[src/include/flsf_defines.vh]
`ifndef FLSF_DEFINES_VH
`define FLSF_DEFINES_VH

// Format select codes
`define FLSF_FMT_GLEG      2'h0
`define FLSF_FMT_DLEG      2'h1
`define FLSF_FMT_SSGL      2'h2
`define FLSF_FMT_TDBL      2'h3

// Operation codes
`define FLSF_OP_LOAD       1'h0
`define FLSF_OP_STORE      1'h1

// Register image field positions
`define FLSF_REG_SIGN      63
`define FLSF_REG_EXP_HI    62
`define FLSF_REG_EXP_LO    52
`define FLSF_REG_SFRAC_HI  51
`define FLSF_REG_SFRAC_LO  29

// Legacy memory word field positions
`define FLSF_LEG_SIGN      15
`define FLSF_GLEG_EXP_HI   14
`define FLSF_GLEG_EXP_LO   4
`define FLSF_DLEG_EXP_HI   14
`define FLSF_DLEG_EXP_LO   7

// Single memory field positions
`define FLSF_SSGL_SIGN     31
`define FLSF_SSGL_EXP_HI   30
`define FLSF_SSGL_EXP_LO   23

// Exponent codes and biases
`define FLSF_EXP8_ONES     8'hff
`define FLSF_EXP11_ONES    11'h7ff
`define FLSF_GLEG_BIAS     12'h400
`define FLSF_DLEG_BIAS     12'h080
`define FLSF_SSGL_BIAS     12'h07f
`define FLSF_TDBL_BIAS     12'h3ff
`define FLSF_SSGL_DEN_EXP  12'hf82
`define FLSF_TDBL_DEN_EXP  12'hc02

// Class flag bit positions
`define FLSF_CL_ZERO       0
`define FLSF_CL_DENORM     1
`define FLSF_CL_NORMAL     2
`define FLSF_CL_INF        3
`define FLSF_CL_QNAN       4
`define FLSF_CL_SNAN       5
`define FLSF_CL_RSVD       6
`define FLSF_CL_W          7

`endif

[src/flsf_ieee_class.v]
`timescale 1ns/1ns
`default_nettype none

// Generic IEEE field classifier, sized by exponent and fraction width
module flsf_ieee_class #(
  parameter EW = 11,
  parameter FW = 52
) (
  input  wire [EW-1:0] exp_in,
  input  wire [FW-1:0] frac_in,
  output wire          is_zero,
  output wire          is_denorm,
  output wire          is_normal,
  output wire          is_inf,
  output wire          is_qnan,
  output wire          is_snan
);

  wire exp_zero = (exp_in == {EW{1'b0}});
  wire exp_ones = (exp_in == {EW{1'b1}});
  wire frac_nz  = (frac_in != {FW{1'b0}});

  // Field decode into operand class
  assign is_zero   = exp_zero & ~frac_nz;
  assign is_denorm = exp_zero & frac_nz;
  assign is_normal = ~exp_zero & ~exp_ones;
  assign is_inf    = exp_ones & ~frac_nz;
  assign is_qnan   = exp_ones & frac_in[FW-1];              // Top fraction bit set
  assign is_snan   = exp_ones & frac_nz & ~frac_in[FW-1];

endmodule // flsf_ieee_class

`default_nettype wire

[src/flsf_leg_swap.v]
`timescale 1ns/1ns
`default_nettype none

// Reverse order of the four 16-bit words; the swap is its own inverse
module flsf_leg_swap (
  input  wire [63:0] din,
  output wire [63:0] dout
);

  assign dout = {din[15:0], din[31:16], din[47:32], din[63:48]};

endmodule // flsf_leg_swap

`default_nettype wire

[src/flsf_unit.v]
`timescale 1ns/1ns
`default_nettype none
`include "flsf_defines.vh"

// Notes on behaviour
// - G legacy: sign bit 15, exponent 14:4
// - G fraction: bits 3:0 and 63:16
// - G exponent zero: sign0 zero, sign1 reserved
// - Zero results always all-zero encoding
// - G exponent codes map to -1023..1023
// - D legacy uses same reorder as G
// - D legacy: single-style layout, longer fraction
// - No D arithmetic; convert via G
// - Single load: shift up, widen exponent, clear low
// - Single exponent widening inserts 000 or 111
// - All-ones single exponent becomes all-ones
// - Single store ignores 61:59 and 28:0
// - Single load never validates its input
// - Single register image left-justified, low zero
// - Single memory: sign 31, exp 30:23
// - Single class: NaN, inf, normal, denormal, zero
// - Double loads and stores move bits unchanged
// - Double: sign 63, exp 62:52, frac 51:0
// - Double class: NaN, inf, normal, denormal, zero
// - Signaling NaN operand flags invalid operation
// - Quiet NaN operand raises nothing
// - Infinities rank beyond every finite value
// - D exponent at bits 14:7, excess-128
module flsf_unit (
  input  wire        CLK_SYS,
  input  wire        RST_B,
  input  wire        REQ_VALID,
  input  wire        REQ_OP,
  input  wire [1:0]  REQ_FMT,
  input  wire        REQ_ARITH,
  input  wire [63:0] MEM_DATA_IN,
  input  wire [63:0] REG_DATA_IN,
  input  wire        ZERO_RESULT,
  output reg         RSP_VALID,
  output reg  [63:0] REG_DATA_OUT,
  output reg  [63:0] MEM_DATA_OUT,
  output reg  [6:0]  OPND_CLASS,
  output reg         OPND_SIGN,
  output reg  [11:0] OPND_TRUE_EXP,
  output reg         INVALID_OP,
  output reg         ARITH_EXC,
  output reg         DLEG_ARITH_ERR,
  output reg  [1:0]  OPND_RANK
);

  // ************************************************************
  // Load and store paths: memory image to and from register image
  // ************************************************************

  wire [63:0] leg_swapped;
  wire [7:0]  s_mexp;
  wire [10:0] s_rexp;
  wire [63:0] s_load_img;
  wire [31:0] s_store_img;
  reg  [63:0] load_img;
  reg  [63:0] store_img;

  // Word swap for both legacy doubles
  flsf_leg_swap u_swap (
    .din  (MEM_DATA_IN),
    .dout (leg_swapped)
  );

  // Exponent widening 8 to 11 bits
  assign s_mexp = MEM_DATA_IN[`FLSF_SSGL_EXP_HI:`FLSF_SSGL_EXP_LO];
  assign s_rexp = (s_mexp == `FLSF_EXP8_ONES) ? `FLSF_EXP11_ONES :
                  (s_mexp == 8'h00)           ? 11'h000 :
                  s_mexp[7] ? {1'b1, 3'h0, s_mexp[6:0]} :
                              {1'b0, 3'h7, s_mexp[6:0]};

  // Single load image, low fraction cleared, no validation
  assign s_load_img = {MEM_DATA_IN[`FLSF_SSGL_SIGN], s_rexp,
                       MEM_DATA_IN[22:0], 29'h00000000};

  // Single store image drops 61:59 and 28:0
  assign s_store_img = {REG_DATA_IN[63:62], REG_DATA_IN[58:29]};

  // Format select for both directions
  always @* begin
    case (REQ_FMT)
      `FLSF_FMT_GLEG, `FLSF_FMT_DLEG: begin
        load_img  = leg_swapped;
        store_img = {REG_DATA_IN[15:0], REG_DATA_IN[31:16],
                     REG_DATA_IN[47:32], REG_DATA_IN[63:48]};
      end
      `FLSF_FMT_SSGL: begin
        load_img  = s_load_img;
        store_img = {32'h00000000, s_store_img};
      end
      default: begin
        load_img  = MEM_DATA_IN;
        store_img = REG_DATA_IN;
      end
    endcase
  end

  // ************************************************************
  // Operand decode on the register image
  // ************************************************************

  wire [63:0] opnd = (REQ_OP == `FLSF_OP_LOAD) ? load_img : REG_DATA_IN;
  wire        o_sign = opnd[`FLSF_REG_SIGN];
  wire [10:0] g_exp  = opnd[`FLSF_REG_EXP_HI:`FLSF_REG_EXP_LO];
  wire [51:0] g_frac = opnd[51:0];
  wire [7:0]  d_exp  = opnd[62:55];
  wire [7:0]  sm_exp = {opnd[62], opnd[58:52]};
  wire [22:0] sm_frac = opnd[`FLSF_REG_SFRAC_HI:`FLSF_REG_SFRAC_LO];

  wire s_zero, s_den, s_norm, s_inf, s_qnan, s_snan;
  wire t_zero, t_den, t_norm, t_inf, t_qnan, t_snan;

  // Single-width classifier on narrowed fields
  flsf_ieee_class #(
    .EW (8),
    .FW (23)
  ) u_s_class (
    .exp_in    (sm_exp),
    .frac_in   (sm_frac),
    .is_zero   (s_zero),
    .is_denorm (s_den),
    .is_normal (s_norm),
    .is_inf    (s_inf),
    .is_qnan   (s_qnan),
    .is_snan   (s_snan)
  );

  // Double-width classifier
  flsf_ieee_class #(
    .EW (11),
    .FW (52)
  ) u_t_class (
    .exp_in    (g_exp),
    .frac_in   (g_frac),
    .is_zero   (t_zero),
    .is_denorm (t_den),
    .is_normal (t_norm),
    .is_inf    (t_inf),
    .is_qnan   (t_qnan),
    .is_snan   (t_snan)
  );

  reg [6:0]  cls_d;
  reg [11:0] texp_d;
  reg        leg_zero_exp;

  // Class flags and unbiased exponent per format
  always @* begin
    cls_d        = 7'h00;
    texp_d       = 12'h000;
    leg_zero_exp = 1'b0;
    case (REQ_FMT)
      `FLSF_FMT_GLEG: begin
        leg_zero_exp = (g_exp == 11'h000);
        cls_d[`FLSF_CL_ZERO]   = leg_zero_exp & ~o_sign;
        cls_d[`FLSF_CL_RSVD]   = leg_zero_exp & o_sign;
        cls_d[`FLSF_CL_NORMAL] = ~leg_zero_exp;
        texp_d = {1'b0, g_exp} - `FLSF_GLEG_BIAS;
      end
      `FLSF_FMT_DLEG: begin
        leg_zero_exp = (d_exp == 8'h00);
        cls_d[`FLSF_CL_ZERO]   = leg_zero_exp & ~o_sign;
        cls_d[`FLSF_CL_RSVD]   = leg_zero_exp & o_sign;
        cls_d[`FLSF_CL_NORMAL] = ~leg_zero_exp;
        texp_d = {4'h0, d_exp} - `FLSF_DLEG_BIAS;
      end
      `FLSF_FMT_SSGL: begin
        cls_d = {1'b0, s_snan, s_qnan, s_inf, s_norm, s_den, s_zero};
        texp_d = s_den ? `FLSF_SSGL_DEN_EXP :
                 ({4'h0, sm_exp} - `FLSF_SSGL_BIAS);
      end
      default: begin
        cls_d = {1'b0, t_snan, t_qnan, t_inf, t_norm, t_den, t_zero};
        texp_d = t_den ? `FLSF_TDBL_DEN_EXP :
                 ({1'b0, g_exp} - `FLSF_TDBL_BIAS);
      end
    endcase
  end

  // Infinity ranking: 00 finite or NaN, 01 below all, 10 above all
  wire [1:0] rank_d = ~cls_d[`FLSF_CL_INF] ? 2'h0 :
                      (o_sign ? 2'h1 : 2'h2);

  // Zero result forces canonical all-zero word
  wire [63:0] reg_out_d = ZERO_RESULT ? 64'h0000000000000000 : load_img;
  wire [63:0] mem_out_d = ZERO_RESULT ? 64'h0000000000000000 : store_img;

  // ************************************************************
  // Output registers
  // ************************************************************

  // Result and flag capture on each request
  always @(posedge CLK_SYS or negedge RST_B) begin
    if (!RST_B) begin
      RSP_VALID      <= 1'b0;
      REG_DATA_OUT   <= 64'h0000000000000000;
      MEM_DATA_OUT   <= 64'h0000000000000000;
      OPND_CLASS     <= 7'h00;
      OPND_SIGN      <= 1'b0;
      OPND_TRUE_EXP  <= 12'h000;
      INVALID_OP     <= 1'b0;
      ARITH_EXC      <= 1'b0;
      DLEG_ARITH_ERR <= 1'b0;
      OPND_RANK      <= 2'h0;
    end else begin
      RSP_VALID <= REQ_VALID;
      if (REQ_VALID) begin
        if (REQ_OP == `FLSF_OP_LOAD) begin
          REG_DATA_OUT <= reg_out_d;
        end else begin
          MEM_DATA_OUT <= mem_out_d;
        end
        OPND_CLASS    <= cls_d;
        OPND_SIGN     <= o_sign;
        OPND_TRUE_EXP <= texp_d;
        OPND_RANK     <= rank_d;
        INVALID_OP    <= REQ_ARITH & cls_d[`FLSF_CL_SNAN];
        ARITH_EXC     <= REQ_ARITH & (cls_d[`FLSF_CL_RSVD] |
                                      cls_d[`FLSF_CL_SNAN]);
        DLEG_ARITH_ERR <= REQ_ARITH & (REQ_FMT == `FLSF_FMT_DLEG);
      end else begin
        INVALID_OP     <= 1'b0;
        ARITH_EXC      <= 1'b0;
        DLEG_ARITH_ERR <= 1'b0;
      end
    end
  end

endmodule // flsf_unit

`default_nettype wire

[config.mk]
export PLATFORM = sky130hd
export DESIGN_NAME = flsf_unit
export DESIGN_NICKNAME = d
export VERILOG_FILES = /design/src/flsf_ieee_class.v /design/src/flsf_leg_swap.v /design/src/flsf_unit.v
export VERILOG_INCLUDE_DIRS = /design/src /design/src/include
export SDC_FILE = /design/constraint.sdc
export NUM_CORES = 1
export LEC_CHECK = 0
export ABC_AREA = 1
export CORE_AREA = 2 2 151 153
export CTS_BUF_LIST = sky130_fd_sc_hd__clkbuf_4 sky130_fd_sc_hd__clkbuf_8 sky130_fd_sc_hd__clkbuf_16
export CTS_CLUSTER_SIZE = 20
export DETAILED_ROUTE_END_ITERATION = 10
export DIE_AREA = 0 0 153 155
export DONT_BUFFER_PORTS = 1
export PLACE_DENSITY = 0.62
export SETUP_SLACK_MARGIN = 0.02
export SLEW_MARGIN = 15
export SYNTH_ARGS = -nofsm -noshare
export SYNTH_HDL_FRONTEND = slang
export SYNTH_SLANG_ARGS = --single-unit
[constraint.sdc]
create_clock -name CLK_SYS -period 1.68 [get_ports CLK_SYS]
set_input_delay 0.336 -clock CLK_SYS [delete_from_list [all_inputs] [get_ports CLK_SYS]]
set_output_delay 0.336 -clock CLK_SYS [all_outputs]
set_load 0.1 [all_outputs]
==> results.md, run 1 <==
* Number of hold violations in the final report at 154
* CP Capture Type: register
* Slowest cell delay on critical path at 0.18 ns
* Worst path arrival time at 2.14 ns
* Vias in the first global route at 10809
* Setup slack after layout at -0.0893 ns
* Final Critical Period at 1.77 ns
* H-tree level count at 4
* Cell type with the highest occurrence count on the critical path: sky130_fd_sc_hd__nand2_1
* Most common cell after layout, fill and taps aside: sky130_fd_sc_hd__nand2_1
* Path type of the worst min-delay path: in2async
* Iteration count of the initial detailed-routing pass at 6
* Port bufs at 0
* Required @ worst endpoint at 2.05 ns
* Cell Area, Synth at 0.00977 mm^2
* Post-detailed-route DRC marker count at 0
* Total number of yosys warnings at 0
* Final setup fails at 10
* CTS clock-pin slew for the worst setup and hold paths at 0.07 ns
* Top-Level Pins at 290
* Part of the power in the clock network at 0.294
* Clock root buffer: sky130_fd_sc_hd__clkbuf_16
* Kind of critical path: in2reg
* Detail Route Antenna Nets at 0
* Final wirelength at 41800 um
* Number of nets in the final layout at 1805
* Via/cell ratio at 5.68
* Violated checks: hold timing, setup timing
* Worst hold-check slack at -0.410 ns
* Cell Pwr Density at 1080 mW/mm^2
* Post-Syn Nets at 1572
* Switching portion of total power at 0.454
* Count of buffering cells on the critical path with inverters included at 4
* Outcome: finished with violations
* Sequential Power Share at 0.332
* Worst path cell trace: inv_16, buf_12, buf_4, nand2_1, nand3_1, nor2_1, nand2_1, nand2_2, nand2_1, nor2_2, nand3_2, buf_4, nand3b_1, nand2_2, nand3b_1, nand2_1
* Cell-internal power at 7.63 mW
* Maximum Capacitance Violations at 0
* Fin crit share at 1.05
* GR Overflow Total at 0
* Number of sinks on the clock net at 154
* Clock tree from TritonCTS: yes
* Final count of pins violating max slew at 0
* Number of violations reported at the end of detailed-routing iteration 0 at 1099
* Fraction of final layout cells with drive strength greater than 1 at 0.273
* Die Span Y at 155 um
* Kind of cell with the highest combined delay on the critical path: simple AND/OR/NAND/NOR gates
* Number of flops mapped to enable cells by yosys at 0
* Crit-path slowest cell: sky130_fd_sc_hd__buf_4
* Standard-cell row count at 55
* Yosys reg bits at 154
* Leakage power of the design at 6.71 nW
* Setup crit start kind: input pin
* Average routed wire per standard cell at 21.3 um
* Max-slew headroom at the worst pin at 0.599
* Number of instances in the synthesized netlist at 1434
* Area delta synth->final at 32.8%
* Via count of the routed design at 11159
* Commonest cells after routing, fill and taps aside: sky130_fd_sc_hd__nand2_1, sky130_fd_sc_hd__buf_4, sky130_fd_sc_hd__nor2_1
* CTS Hold Bufs at 1
* Antenna violations before repair at 0
* Slew @ Worst Pin at 0.601 ns
* Worst slack at placement at -0.708 ns
* Power spent charging and discharging nets at 6.34 mW
* Number of distinct library cell variants in the gate-level netlist after synthesis at 41
* Fmax achieved at 565 MHz
* Layout Skew at 0 ns
* Sequential cell area fraction in the yosys report at 0.394
* Global-route wire length before repair at 64300 um
* Number of buffers created by CTS at 17
* Initial Utilization at 0.440
* Last weighted congestion value of the routability-driven placer at 0.977
* Ant diodes at 0
* GRT Overall Usage at 0.347
* Clock insertion delay at the later pin of the skew report at 0.43 ns
* Comb pwr share at 0.375
* Placeable core region at 0.0222 mm^2
* Maximum VDD drop at 692 uV
* DPL Wire Length at 30800 um
* Largest net degree at the start of global routing at 155
* Post-Syn Area per Cell at 6.82 um^2
* RSZ-0062 raised after global routing: yes
* Clock buffer depth at 2
* Ys flop type: sky130_fd_sc_hd__dfrtp_1
* Post-route setup TNS at -0.490 ns
* Die X at 153 um
* Maximum net fanout on the critical path at 92
* Die footprint at 0.0237 mm^2
* Fraction of synthesis flops using an asynchronous set or reset pin at 1.00
## synthesized netlist by cell type (5+ instances only)
master / count / area share
sky130_fd_sc_hd__buf_6: 7 / 0.0081
sky130_fd_sc_hd__buf_1: 6 / 0.0023
sky130_fd_sc_hd__nor2_1: 159 / 0.061
sky130_fd_sc_hd__dfrtp_1: 154 / 0.39
sky130_fd_sc_hd__o21ai_1: 10 / 0.0051
sky130_fd_sc_hd__o21ai_0: 112 / 0.057
sky130_fd_sc_hd__o22ai_1: 50 / 0.032
sky130_fd_sc_hd__nand2_1: 409 / 0.16
sky130_fd_sc_hd__nor3_1: 10 / 0.0051
sky130_fd_sc_hd__or2_2: 5 / 0.0032
sky130_fd_sc_hd__nor2_2: 12 / 0.0077
sky130_fd_sc_hd__inv_2: 5 / 0.0019
sky130_fd_sc_hd__o21bai_1: 7 / 0.0054
sky130_fd_sc_hd__nand2_2: 16 / 0.010
sky130_fd_sc_hd__inv_1: 112 / 0.043
sky130_fd_sc_hd__buf_2: 27 / 0.014
sky130_fd_sc_hd__a21oi_1: 33 / 0.017
sky130_fd_sc_hd__o31ai_1: 50 / 0.038
sky130_fd_sc_hd__nand4_1: 17 / 0.011
sky130_fd_sc_hd__clkbuf_1: 52 / 0.020
sky130_fd_sc_hd__nand3_1: 147 / 0.075
## worst register-to-register path: cells and delay by family, from the launching register on
family / cells / cell delay [ns]
DFF: 1 / 0.69
AOI/OAI and AO/OA: 2 / 0.28
## registers in the layout, summed over array words and instances (netlist names)
| signal | flops |
|---|---|
| INVALID_OP | 1 |
| DLEG_ARITH_ERR | 1 |
| REG_DATA_OUT | 64 |
| ARITH_EXC | 1 |
| RSP_VALID | 1 |
| OPND_CLASS | 7 |
| OPND_RANK | 2 |
| OPND_TRUE_EXP | 12 |
| OPND_SIGN | 1 |
| MEM_DATA_OUT | 64 |
## logic make-up after synthesis
logic type	count (synthesis)	share of synthesized area
multiplexers	1	0.00102
buffers and inverters	213	0.0919
flip-flops	154	0.394
XOR/XNOR	3	0.00269
adder cells (fa/ha/maj)	2	0.00256
AND/OR/NAND/NOR	786	0.342
AO/OA/AOI/OAI	275	0.166
## power groups by stage
stage	Clock [mW]	Sequential (mW)	Combinational, mW
2_1_floorplan	0	7.19	1.28
3_3_place_gp	0	4.68	5.08
3_5_place_dp	0	4.69	5.10
4_1_cts	4.13	4.63	5.18
5_1_grt	4.27	4.67	5.48
6_report	4.10	4.63	5.24
## cell type report
| type | instances | area [um^2] |
|---|---|---|
| clock buffers | 17 | 425 |
| multi-input cells | 1067 | 5280 |
| repair buffers | 307 | 2380 |
| repair inverters | 1 | 8.76 |
| flip-flops and latches | 154 | 3880 |
| well taps | 285 | 357 |
| fillers | 2094 | 9250 |
| clock inverters | 15 | 176 |
| inverters | 119 | 470 |
## layer usage
layer / up-vias / global-route usage / wire (um) / part of all wire
li1: 5196 / - / - / -
met1: 5272 / 0.459 / 17000 / 0.41
met2: 603 / 0.552 / 19100 / 0.46
met3: 88 / 0.102 / 4470 / 0.11
met4: 0 / 0.111 / 1180 / 0.028
met5: - / 0 / 0 / 0
## final timing paths
kind	endpoint	from	slack (ns)	cells after the start
worst max register to register	REG_DATA_OUT[1]$_DFFE_PN0P_	REG_DATA_OUT[1]$_DFFE_PN0P_	0.62	2
worst max-delay path	OPND_RANK[0]$_DFFE_PN0P_	REQ_FMT[1]	-0.09	16
min in group CLK_SYS	DLEG_ARITH_ERR$_DFF_PN0_	REQ_ARITH	0.01	2
max in group asynchronous	OPND_RANK[0]$_DFFE_PN0P_	RST_B	1.86	0
worst min-delay path	REG_DATA_OUT[45]$_DFFE_PN0P_	RST_B	-0.41	0
worst min register to register	OPND_TRUE_EXP[11]$_DFFE_PN0P_	OPND_TRUE_EXP[11]$_DFFE_PN0P_	0.49	2
## per-stage QoR
stage	instances	hold slack (ns)	power [mW]	util	instance area (um^2)
5_1_grt	1965	-0.427	14.4	0.584	13000
4_1_cts	1962	-0.422	13.9	0.578	12800
3_5_place_dp	1915	0.0440	9.79	0.539	12000
2_1_floorplan	1434	0.0404	8.48	-	9870
6_report	1965	-0.410	14.0	0.584	13000
3_3_place_gp	1915	0.0451	9.76	0.539	12000
## what timing repair did
action | 4_1_cts | 5_1_grt
gates cloned | 1 | 0
endpoints found under the setup margin | 37 | 23
resized for setup | 48 | 29
buffers inserted | 13 | 3
pin swaps | 13 | 27
endpoints found under the hold margin | 155 | 154
No activity file was read; power rests on OpenSTA's default activity.
==> inputs of run 2 (changes only) <==
--- a/config.mk
+++ b/config.mk
@@ -13,7 +13,6 @@
 export DETAILED_ROUTE_END_ITERATION = 10
 export DIE_AREA = 0 0 153 155
 export DONT_BUFFER_PORTS = 1
-export PLACE_DENSITY = 0.62
 export SETUP_SLACK_MARGIN = 0.02
 export SLEW_MARGIN = 15
 export SYNTH_ARGS = -nofsm -noshare
==> run 2 against run 1 <==
The run still ends with hold timing, setup timing left. Maximum frequency grew 2.1%. Clock power grew 3%. Wire length grew 0.79%. Cell count shrank 0.56%. Combinational power is essentially flat. First-iteration DRC count shrank 9.4%. Core utilization shrank 0.068 points. Via count is essentially flat. Non-clock buffer count shrank 12. Largest power group unchanged. Flip-flop and latch count is the same. Die area is the same.
==> results.md, run 2 (synthesis gave the netlist of run 1 again) <==
* Clock buffer depth at 2 (unchanged)
* Area taken by flip-flops and latches at 0.00388 mm^2 (about the same)
* Worst path arrival time at 2.06 ns (-0.08 ns)
* Number of sinks on the clock net at 154 (unchanged)
* Number of buffers created by CTS at 17 (unchanged)
* CP Capture Type: register
* Count of cells along the worst register-to-register path at 2 (unchanged)
* Setup crit start kind: input pin
* Clock root buffer: sky130_fd_sc_hd__clkbuf_16
* Via/cell ratio at 5.71 (+0.47%)
* Path type of the worst min-delay path: in2async
* Clock insertion delay at the later pin of the skew report at 0.43 ns (about the same)
* Crit Reg-Reg Startpoint: REG_DATA_OUT[2]$_DFFE_PN0P_
* Last weighted congestion value of the routability-driven placer at 0.990 (+1.3%)
* H-tree level count at 4 (unchanged)
* Post-detailed-route DRC marker count at 0 (unchanged)
* Average routed wire per standard cell at 21.6 um (+1.4%)
* Slew @ Worst Pin at 0.787 ns (+0.186 ns)
* Port bufs at 0 (unchanged)
* Vias in the first global route at 10718 (-0.84%)
* Clock tree from TritonCTS: yes
* Final count of pins violating max slew at 0 (unchanged)
* Final wirelength at 42100 um (+0.79%)
* Maximum VDD drop at 723 uV (+4.6%)
* GRT Overall Usage at 0.350 (+0.00294)
* Area of the multi-input gates at 0.00532 mm^2 (+0.81%)
* Commonest cells after routing, fill and taps aside: sky130_fd_sc_hd__nand2_1, sky130_fd_sc_hd__buf_4, sky130_fd_sc_hd__nor2_1
* Iteration count of the initial detailed-routing pass at 6 (unchanged)
* Reg-to-reg slack, setup at 0.62 ns (about the same)
* Number of nets in the final layout at 1793 (-0.66%)
* Required @ worst endpoint at 2.01 ns (-0.04 ns)
* Die footprint at 0.0237 mm^2 (unchanged)
* Fmax achieved at 577 MHz (+2.1%)
* CTS clock-pin slew for the worst setup and hold paths at 0.07 ns (about the same)
* Filler instances at 2205 (+5.3%)
* DPL Wire Length at 30500 um (-0.81%)
* Die X at 153 um (unchanged)
* Global-route wire length before repair at 63900 um (-0.55%)
* GR Overflow Total at 0 (unchanged)
* Final Critical Period at 1.73 ns (-0.0366 ns)
* Standard-cell row count at 55 (unchanged)
* Maximum net fanout on the critical path at 92 (unchanged)
* Area delta synth->final at 32.6%
* Largest net degree at the start of global routing at 155 (unchanged)
* Antenna violations before repair at 0 (unchanged)
* Die Span Y at 155 um (unchanged)
* Number of hold violations in the final report at 154 (unchanged)
* End of the worst register-to-register path: REG_DATA_OUT[2]$_DFFE_PN0P_
* Outcome: finished with violations
* Leakage power of the design at 6.65 nW (-0.83%)
* Via count of the routed design at 11149 (-0.090%)
* Fin crit share at 1.03 (-0.0218)
* Fraction of final layout cells with drive strength greater than 1 at 0.277 (+0.00376)
* Initial Utilization at 0.440 (unchanged)
* Most common cell after layout, fill and taps aside: sky130_fd_sc_hd__nand2_1
* Setup slack after layout at -0.0527 ns (+0.0366 ns)
* Cell Pwr Density at 1090 mW/mm^2 (+1.1%)
* Post-route setup TNS at -0.138 ns (+0.352 ns)
* Layout Skew at 0 ns (unchanged)
* Final setup fails at 8 (-2)
* Registers with the most flip-flops: MEM_DATA_OUT (64), REG_DATA_OUT (64), OPND_TRUE_EXP (12)
* RSZ-0062 raised after global routing: yes
* Placeable core region at 0.0222 mm^2 (unchanged)
* Maximum Capacitance Violations at 0 (unchanged)
* Number of violations reported at the end of detailed-routing iteration 0 at 996 (-9.4%)
* Kind of critical path: in2reg
* CTS Hold Bufs at 1 (unchanged)
* Worst slack at placement at -0.636 ns (+0.0721 ns)
* Detail Route Antenna Nets at 0 (unchanged)
* Top-Level Pins at 290 (unchanged)
* Worst hold-check slack at -0.409 ns (+0.00111 ns)
* Max-slew headroom at the worst pin at 0.475 (-0.124)
* Violated checks: hold timing, setup timing
==> run 2: cell types whose count changed in the layout (fill, tap and decap cells not counted), sizes merged <==
cell    before  now
buf        306  294
bufinv       2    3
clkbuf      17   18
clkinv       3    4
diode        0    1
inv        129  126
==> run 2: worst max-delay path, cell delays in order <==
cell and delay [ns]:
sky130_fd_sc_hd__nand2_4 0.11, sky130_fd_sc_hd__inv_4 0.06, sky130_fd_sc_hd__buf_4 0.16, sky130_fd_sc_hd__nand2_1 0.06, sky130_fd_sc_hd__o21ai_1 0.06, sky130_fd_sc_hd__inv_1 0.11, sky130_fd_sc_hd__nand3_1 0.15, sky130_fd_sc_hd__nand2_1 0.17
sky130_fd_sc_hd__nand2_1 0.09, sky130_fd_sc_hd__nor2_2 0.20, sky130_fd_sc_hd__nand2_1 0.13, sky130_fd_sc_hd__nand2_1 0.10, sky130_fd_sc_hd__nand2_2 0.07, sky130_fd_sc_hd__nand2_1 0.06, sky130_fd_sc_hd__nand2_1 0.05, sky130_fd_sc_hd__nand2_1 0.05
sky130_fd_sc_hd__nand2_1 0.04
==> run 2: how the worst max path moves through the flow <==
stage | from | endpoint | slack (ns) | cells after the start
2_1_floorplan | REQ_FMT[1] | OPND_RANK[1]$_DFFE_PN0P_ | -0.32 | 19
3_3_place_gp | REQ_FMT[1] | OPND_TRUE_EXP[1]$_DFFE_PN0P_ | -0.63 | 17
3_5_place_dp | REQ_FMT[1] | OPND_TRUE_EXP[1]$_DFFE_PN0P_ | -0.64 | 17
4_1_cts | REQ_FMT[1] | ARITH_EXC$_DFF_PN0_ | -0.03 | 16
5_1_grt | REQ_FMT[1] | OPND_TRUE_EXP[2]$_DFFE_PN0P_ | -0.12 | 19
6_report | REQ_FMT[1] | OPND_TRUE_EXP[2]$_DFFE_PN0P_ | -0.05 | 17
==> run 2: metrics by stage <==
step,util,cell area (um^2),power (mW),hold slack [ns],cells
after global placement,0.532,11800,9.73,0.0462,1892
after CTS,0.571,12700,14.0,-0.410,1945
after global routing,0.583,13000,14.6,-0.423,1953
final,0.583,13000,14.1,-0.409,1954
after floorplan,-,9870,8.48,0.0404,1434
after detailed placement,0.532,11800,9.76,0.0451,1892
==> run 2: routing by layer <==
layer | part of all wire | vias to the layer above | GRT usage
li1 | - | 5189 | -
met1 | 0.40 | 5223 | 0.460
met2 | 0.46 | 635 | 0.548
met3 | 0.11 | 102 | 0.109
met4 | 0.033 | 0 | 0.125
met5 | 0 | - | 0
==> run 2: cell type report <==
class | count | share of cell area
repair buffers | 295 | 0.178
repair inverters | 1 | 0.000676
inverters | 119 | 0.0359
well taps | 285 | 0.0275
flip-flops and latches | 154 | 0.299
diodes | 1 | 0.000193
multi-input cells | 1067 | 0.411
clock buffers | 18 | 0.0339
clock inverters | 14 | 0.0141
==> run 2: report_power, final <==
| part | total (mW) | internal (mW) | switching [mW] |
|---|---|---|---|
| Clock | 4.23 | 2.42 | 1.81 |
| Sequential | 4.61 | 4.09 | 0.523 |
| Combinational | 5.26 | 1.28 | 3.98 |
| Total | 14.1 | 7.80 | 6.31 |
==> run 2: timing repair <==
| action | CTS | global route |
|---|---|---|
| gates cloned | 1 | 0 |
| pin swaps | 15 | 32 |
| endpoints found under the setup margin | 35 | 22 |
| gates resized for setup | 38 | 59 |
| endpoints found under the hold margin | 155 | 154 |
| setup buffers | 19 | 8 |
==> inputs of run 3 (changes only) <==
==> constraint.sdc (replaced) <==
create_clock -name CLK_SYS -period 1.68 [get_ports CLK_SYS]
set_input_delay 0.336 -clock CLK_SYS [delete_from_list [all_inputs] [get_ports CLK_SYS]]
set_output_delay 0.336 -clock CLK_SYS [all_outputs]
set_load 0.005 [all_outputs]
==> run 3 against run 2 <==
The run still ends with hold timing, setup timing left. Critical path depth is 4 lower. Clock skew did not move. Critical path type unchanged. Flip-flop and latch count did not move. Total power shrank 25%. Largest cell class unchanged. Count of clock-buffer cells in the layout is 1 higher. Sequential share of layout area rose by 2.3 points. Highest routed layer is now met5. Via count is 5.6% lower. Worst setup slack got worse by 0.13 ns. Global-route usage decreased by 1.7 points. First-iteration DRC count increased by 7.0%. Combinational power decreased by 61%. Critical endpoint is now OPND_TRUE_EXP[0]$_DFFE_PN0P_.
==> results.md, run 3 (synthesis gave the netlist of run 1 again) <==
* Placed cell area at 0.0110 mm^2 (-7.2%)
* Standard-cell row count at 55 (unchanged)
* Count of buffering cells on the critical path with inverters included at 3 (unchanged)
* Commonest cells after routing, fill and taps aside: sky130_fd_sc_hd__nand2_1, sky130_fd_sc_hd__buf_4, sky130_fd_sc_hd__dfrtp_1
* GR Overflow Total at 0 (unchanged)
* CP Capture Type: register
* Final count of pins violating max slew at 0 (unchanged)
* Detail Route Antenna Nets at 0 (unchanged)
* Fraction of final layout cells with drive strength greater than 1 at 0.193 (-0.0841)
* H-tree level count at 4 (unchanged)
* Setup slack after layout at -0.184 ns (-0.132 ns)
* Number of sinks on the clock net at 154 (unchanged)
* Slew @ Worst Pin at 0.790 ns (+0.00296 ns)
* Vias in the first global route at 9979 (-6.9%)
* Cells after DPL at 1778 (-6.0%)
* Number of buffers created by CTS at 17 (unchanged)
* Final Critical Period at 1.86 ns (+0.132 ns)
* Die Span Y at 155 um (unchanged)
* Maximum Capacitance Violations at 0 (unchanged)
* Via count of the routed design at 10526 (-5.6%)
* Outcome: finished with violations
* CTS Hold Bufs at 2 (+1)
* Largest net degree at the start of global routing at 155 (unchanged)
* Kind of critical path: in2reg
* Worst path arrival time at 2.22 ns (+0.16 ns)
* Number of violations reported at the end of detailed-routing iteration 0 at 1066 (+7.0%)
* Kind of cell with the highest combined delay on the critical path: simple AND/OR/NAND/NOR gates
* CTS clock-pin slew for the worst setup and hold paths at 0.07 ns (about the same)
* GRT Overall Usage at 0.334 (-0.0168)
* Layout Skew at 0 ns (unchanged)
* Most common cell after layout, fill and taps aside: sky130_fd_sc_hd__nand2_1
* Global-route wire length before repair at 61200 um (-4.3%)
* Worst path cell trace: inv_2, buf_4, or3_1, nand2_2, nand2_1, nor2_2, nand3_4, nand2_1, buf_4, nand2_2, nand2_1, nor2_1, a21oi_1
* Ant diodes at 0 (-1)
* Clock buffer depth at 2 (unchanged)
* Post-layout instance area at 0.0120 mm^2 (-7.6%)
* Iteration count of the initial detailed-routing pass at 5 (-1)
* Via/cell ratio at 5.75 (+0.81%)
* DPL Wire Length at 29500 um (-3.4%)
* Clock tree from TritonCTS: yes
* Top-Level Pins at 290 (unchanged)
* Fin crit share at 1.11 (+0.0783)
* Path type of the worst min-delay path: in2async
* RSZ-0062 raised after global routing: yes
* Cell Pwr Density at 882 mW/mm^2 (-19%)
* Leakage power of the design at 6.03 nW (-9.4%)
* Port bufs at 0 (unchanged)
* Filler instances at 2225 (+0.91%)
* Number of nets in the final layout at 1670 (-6.9%)
* Last weighted congestion value of the routability-driven placer at 0.957 (-3.3%)
* Worst slack at placement at -0.619 ns (+0.0168 ns)
* Final wirelength at 40800 um (-3.2%)
* Area delta synth->final at 22.5%
* Average routed wire per standard cell at 22.3 um (+3.3%)
* Power after layout at 10.6 mW (-25%)
* Slowest cell delay on critical path at 0.41 ns (+0.21 ns)
* Number of non-filler instances in the completed layout at 1830 (-6.3%)
* Crit-path slowest cell: sky130_fd_sc_hd__or3_1
* Source of the critical timing path: REQ_OP
* Setup crit start kind: input pin
* Cell type with the highest occurrence count on the critical path: sky130_fd_sc_hd__nand2_1
* Clock insertion delay at the later pin of the skew report at 0.43 ns (about the same)
* Die X at 153 um (unchanged)
* Initial Utilization at 0.440 (unchanged)
* Number of hold violations in the final report at 154 (unchanged)
* Placeable core region at 0.0222 mm^2 (unchanged)
* Maximum net fanout on the critical path at 105 (+14%)
* Final setup fails at 18 (+10)
* Post-detailed-route DRC marker count at 0 (unchanged)
* Crit Reg-Reg Startpoint: REG_DATA_OUT[51]$_DFFE_PN0P_
* Registers with the most flip-flops: MEM_DATA_OUT (64), REG_DATA_OUT (64), OPND_TRUE_EXP (12)
* Violated checks: hold timing, setup timing
* Required @ worst endpoint at 2.04 ns (+0.03 ns)
* Fmax achieved at 536 MHz (-7.1%)
* Antenna violations before repair at 1 (+1)
* Maximum VDD drop at 544 uV (-25%)
* Clock root buffer: sky130_fd_sc_hd__clkbuf_16
* Worst hold-check slack at -0.406 ns (+0.00341 ns)
* Max-slew headroom at the worst pin at 0.473 (-0.00197)
* Die footprint at 0.0237 mm^2 (unchanged)
[run 3: report_power, final]
part	switching (mW)	internal, mW	leakage (nW)
clock	1.78	2.29	0.288
sequential	0.349	4.09	2.02
combinational	1.17	0.872	3.72
total	3.30	7.25	6.03
[run 3: layout make-up]
class	instances	area [um^2]	share of cell area
inverters	119	483	0.0403
multi-input cells	1067	5260	0.440
flip-flops and latches	154	3850	0.322
clock buffers	19	447	0.0373
repair inverters	2	20.0	0.00167
repair buffers	171	1390	0.116
clock inverters	13	158	0.0132
well taps	285	357	0.0298
[run 3: worst paths after layout]
kind,depth (start not counted),slack [ns],endpoint
worst max-delay path,13,-0.18,OPND_TRUE_EXP[0]$_DFFE_PN0P_
max in group asynchronous,0,1.89,REG_DATA_OUT[27]$_DFFE_PN0P_
worst min-delay path,0,-0.41,MEM_DATA_OUT[14]$_DFFE_PN0P_
worst min register to register,2,0.51,MEM_DATA_OUT[62]$_DFFE_PN0P_
worst max register to register,2,0.93,REG_DATA_OUT[51]$_DFFE_PN0P_
min in group CLK_SYS,1,0.02,OPND_TRUE_EXP[8]$_DFFE_PN0P_
[run 3: per-stage QoR]
| stage | setup TNS (ns) | util |
|---|---|---|
| global placement | -11.90 | 0.493 |
| detailed placement | -12.12 | 0.493 |
| global route | -2.42 | 0.539 |
| floorplan | -4.94 | - |
| finish | -1.91 | 0.539 |
| CTS | -0.0128 | 0.527 |
[run 3: worst register-to-register path, stage by stage, from the launching register on]
cell	delay, ns
sky130_fd_sc_hd__dfrtp_1	0.44
sky130_fd_sc_hd__o21ai_0	0.10
sky130_fd_sc_hd__o21ai_0	0.09
[run 3: what timing repair did]
| item | in CTS | in global routing |
|---|---|---|
| setup endpoints to repair | 21 | 23 |
| setup buffers | 3 | 12 |
| endpoints found under the hold margin | 156 | 154 |
| gates resized for setup | 16 | 44 |
| cloned | 2 | 1 |
| pin swaps | 11 | 19 |
[run 3: layer usage]
layer	part of all wire	up-vias	routed length, um	global-route usage
met5	0.00032	-	13	0
met4	0.025	2	1000	0.0922
met3	0.11	73	4590	0.0994
met2	0.46	564	18800	0.535
met1	0.40	4956	16300	0.441
li1	-	4931	-	-
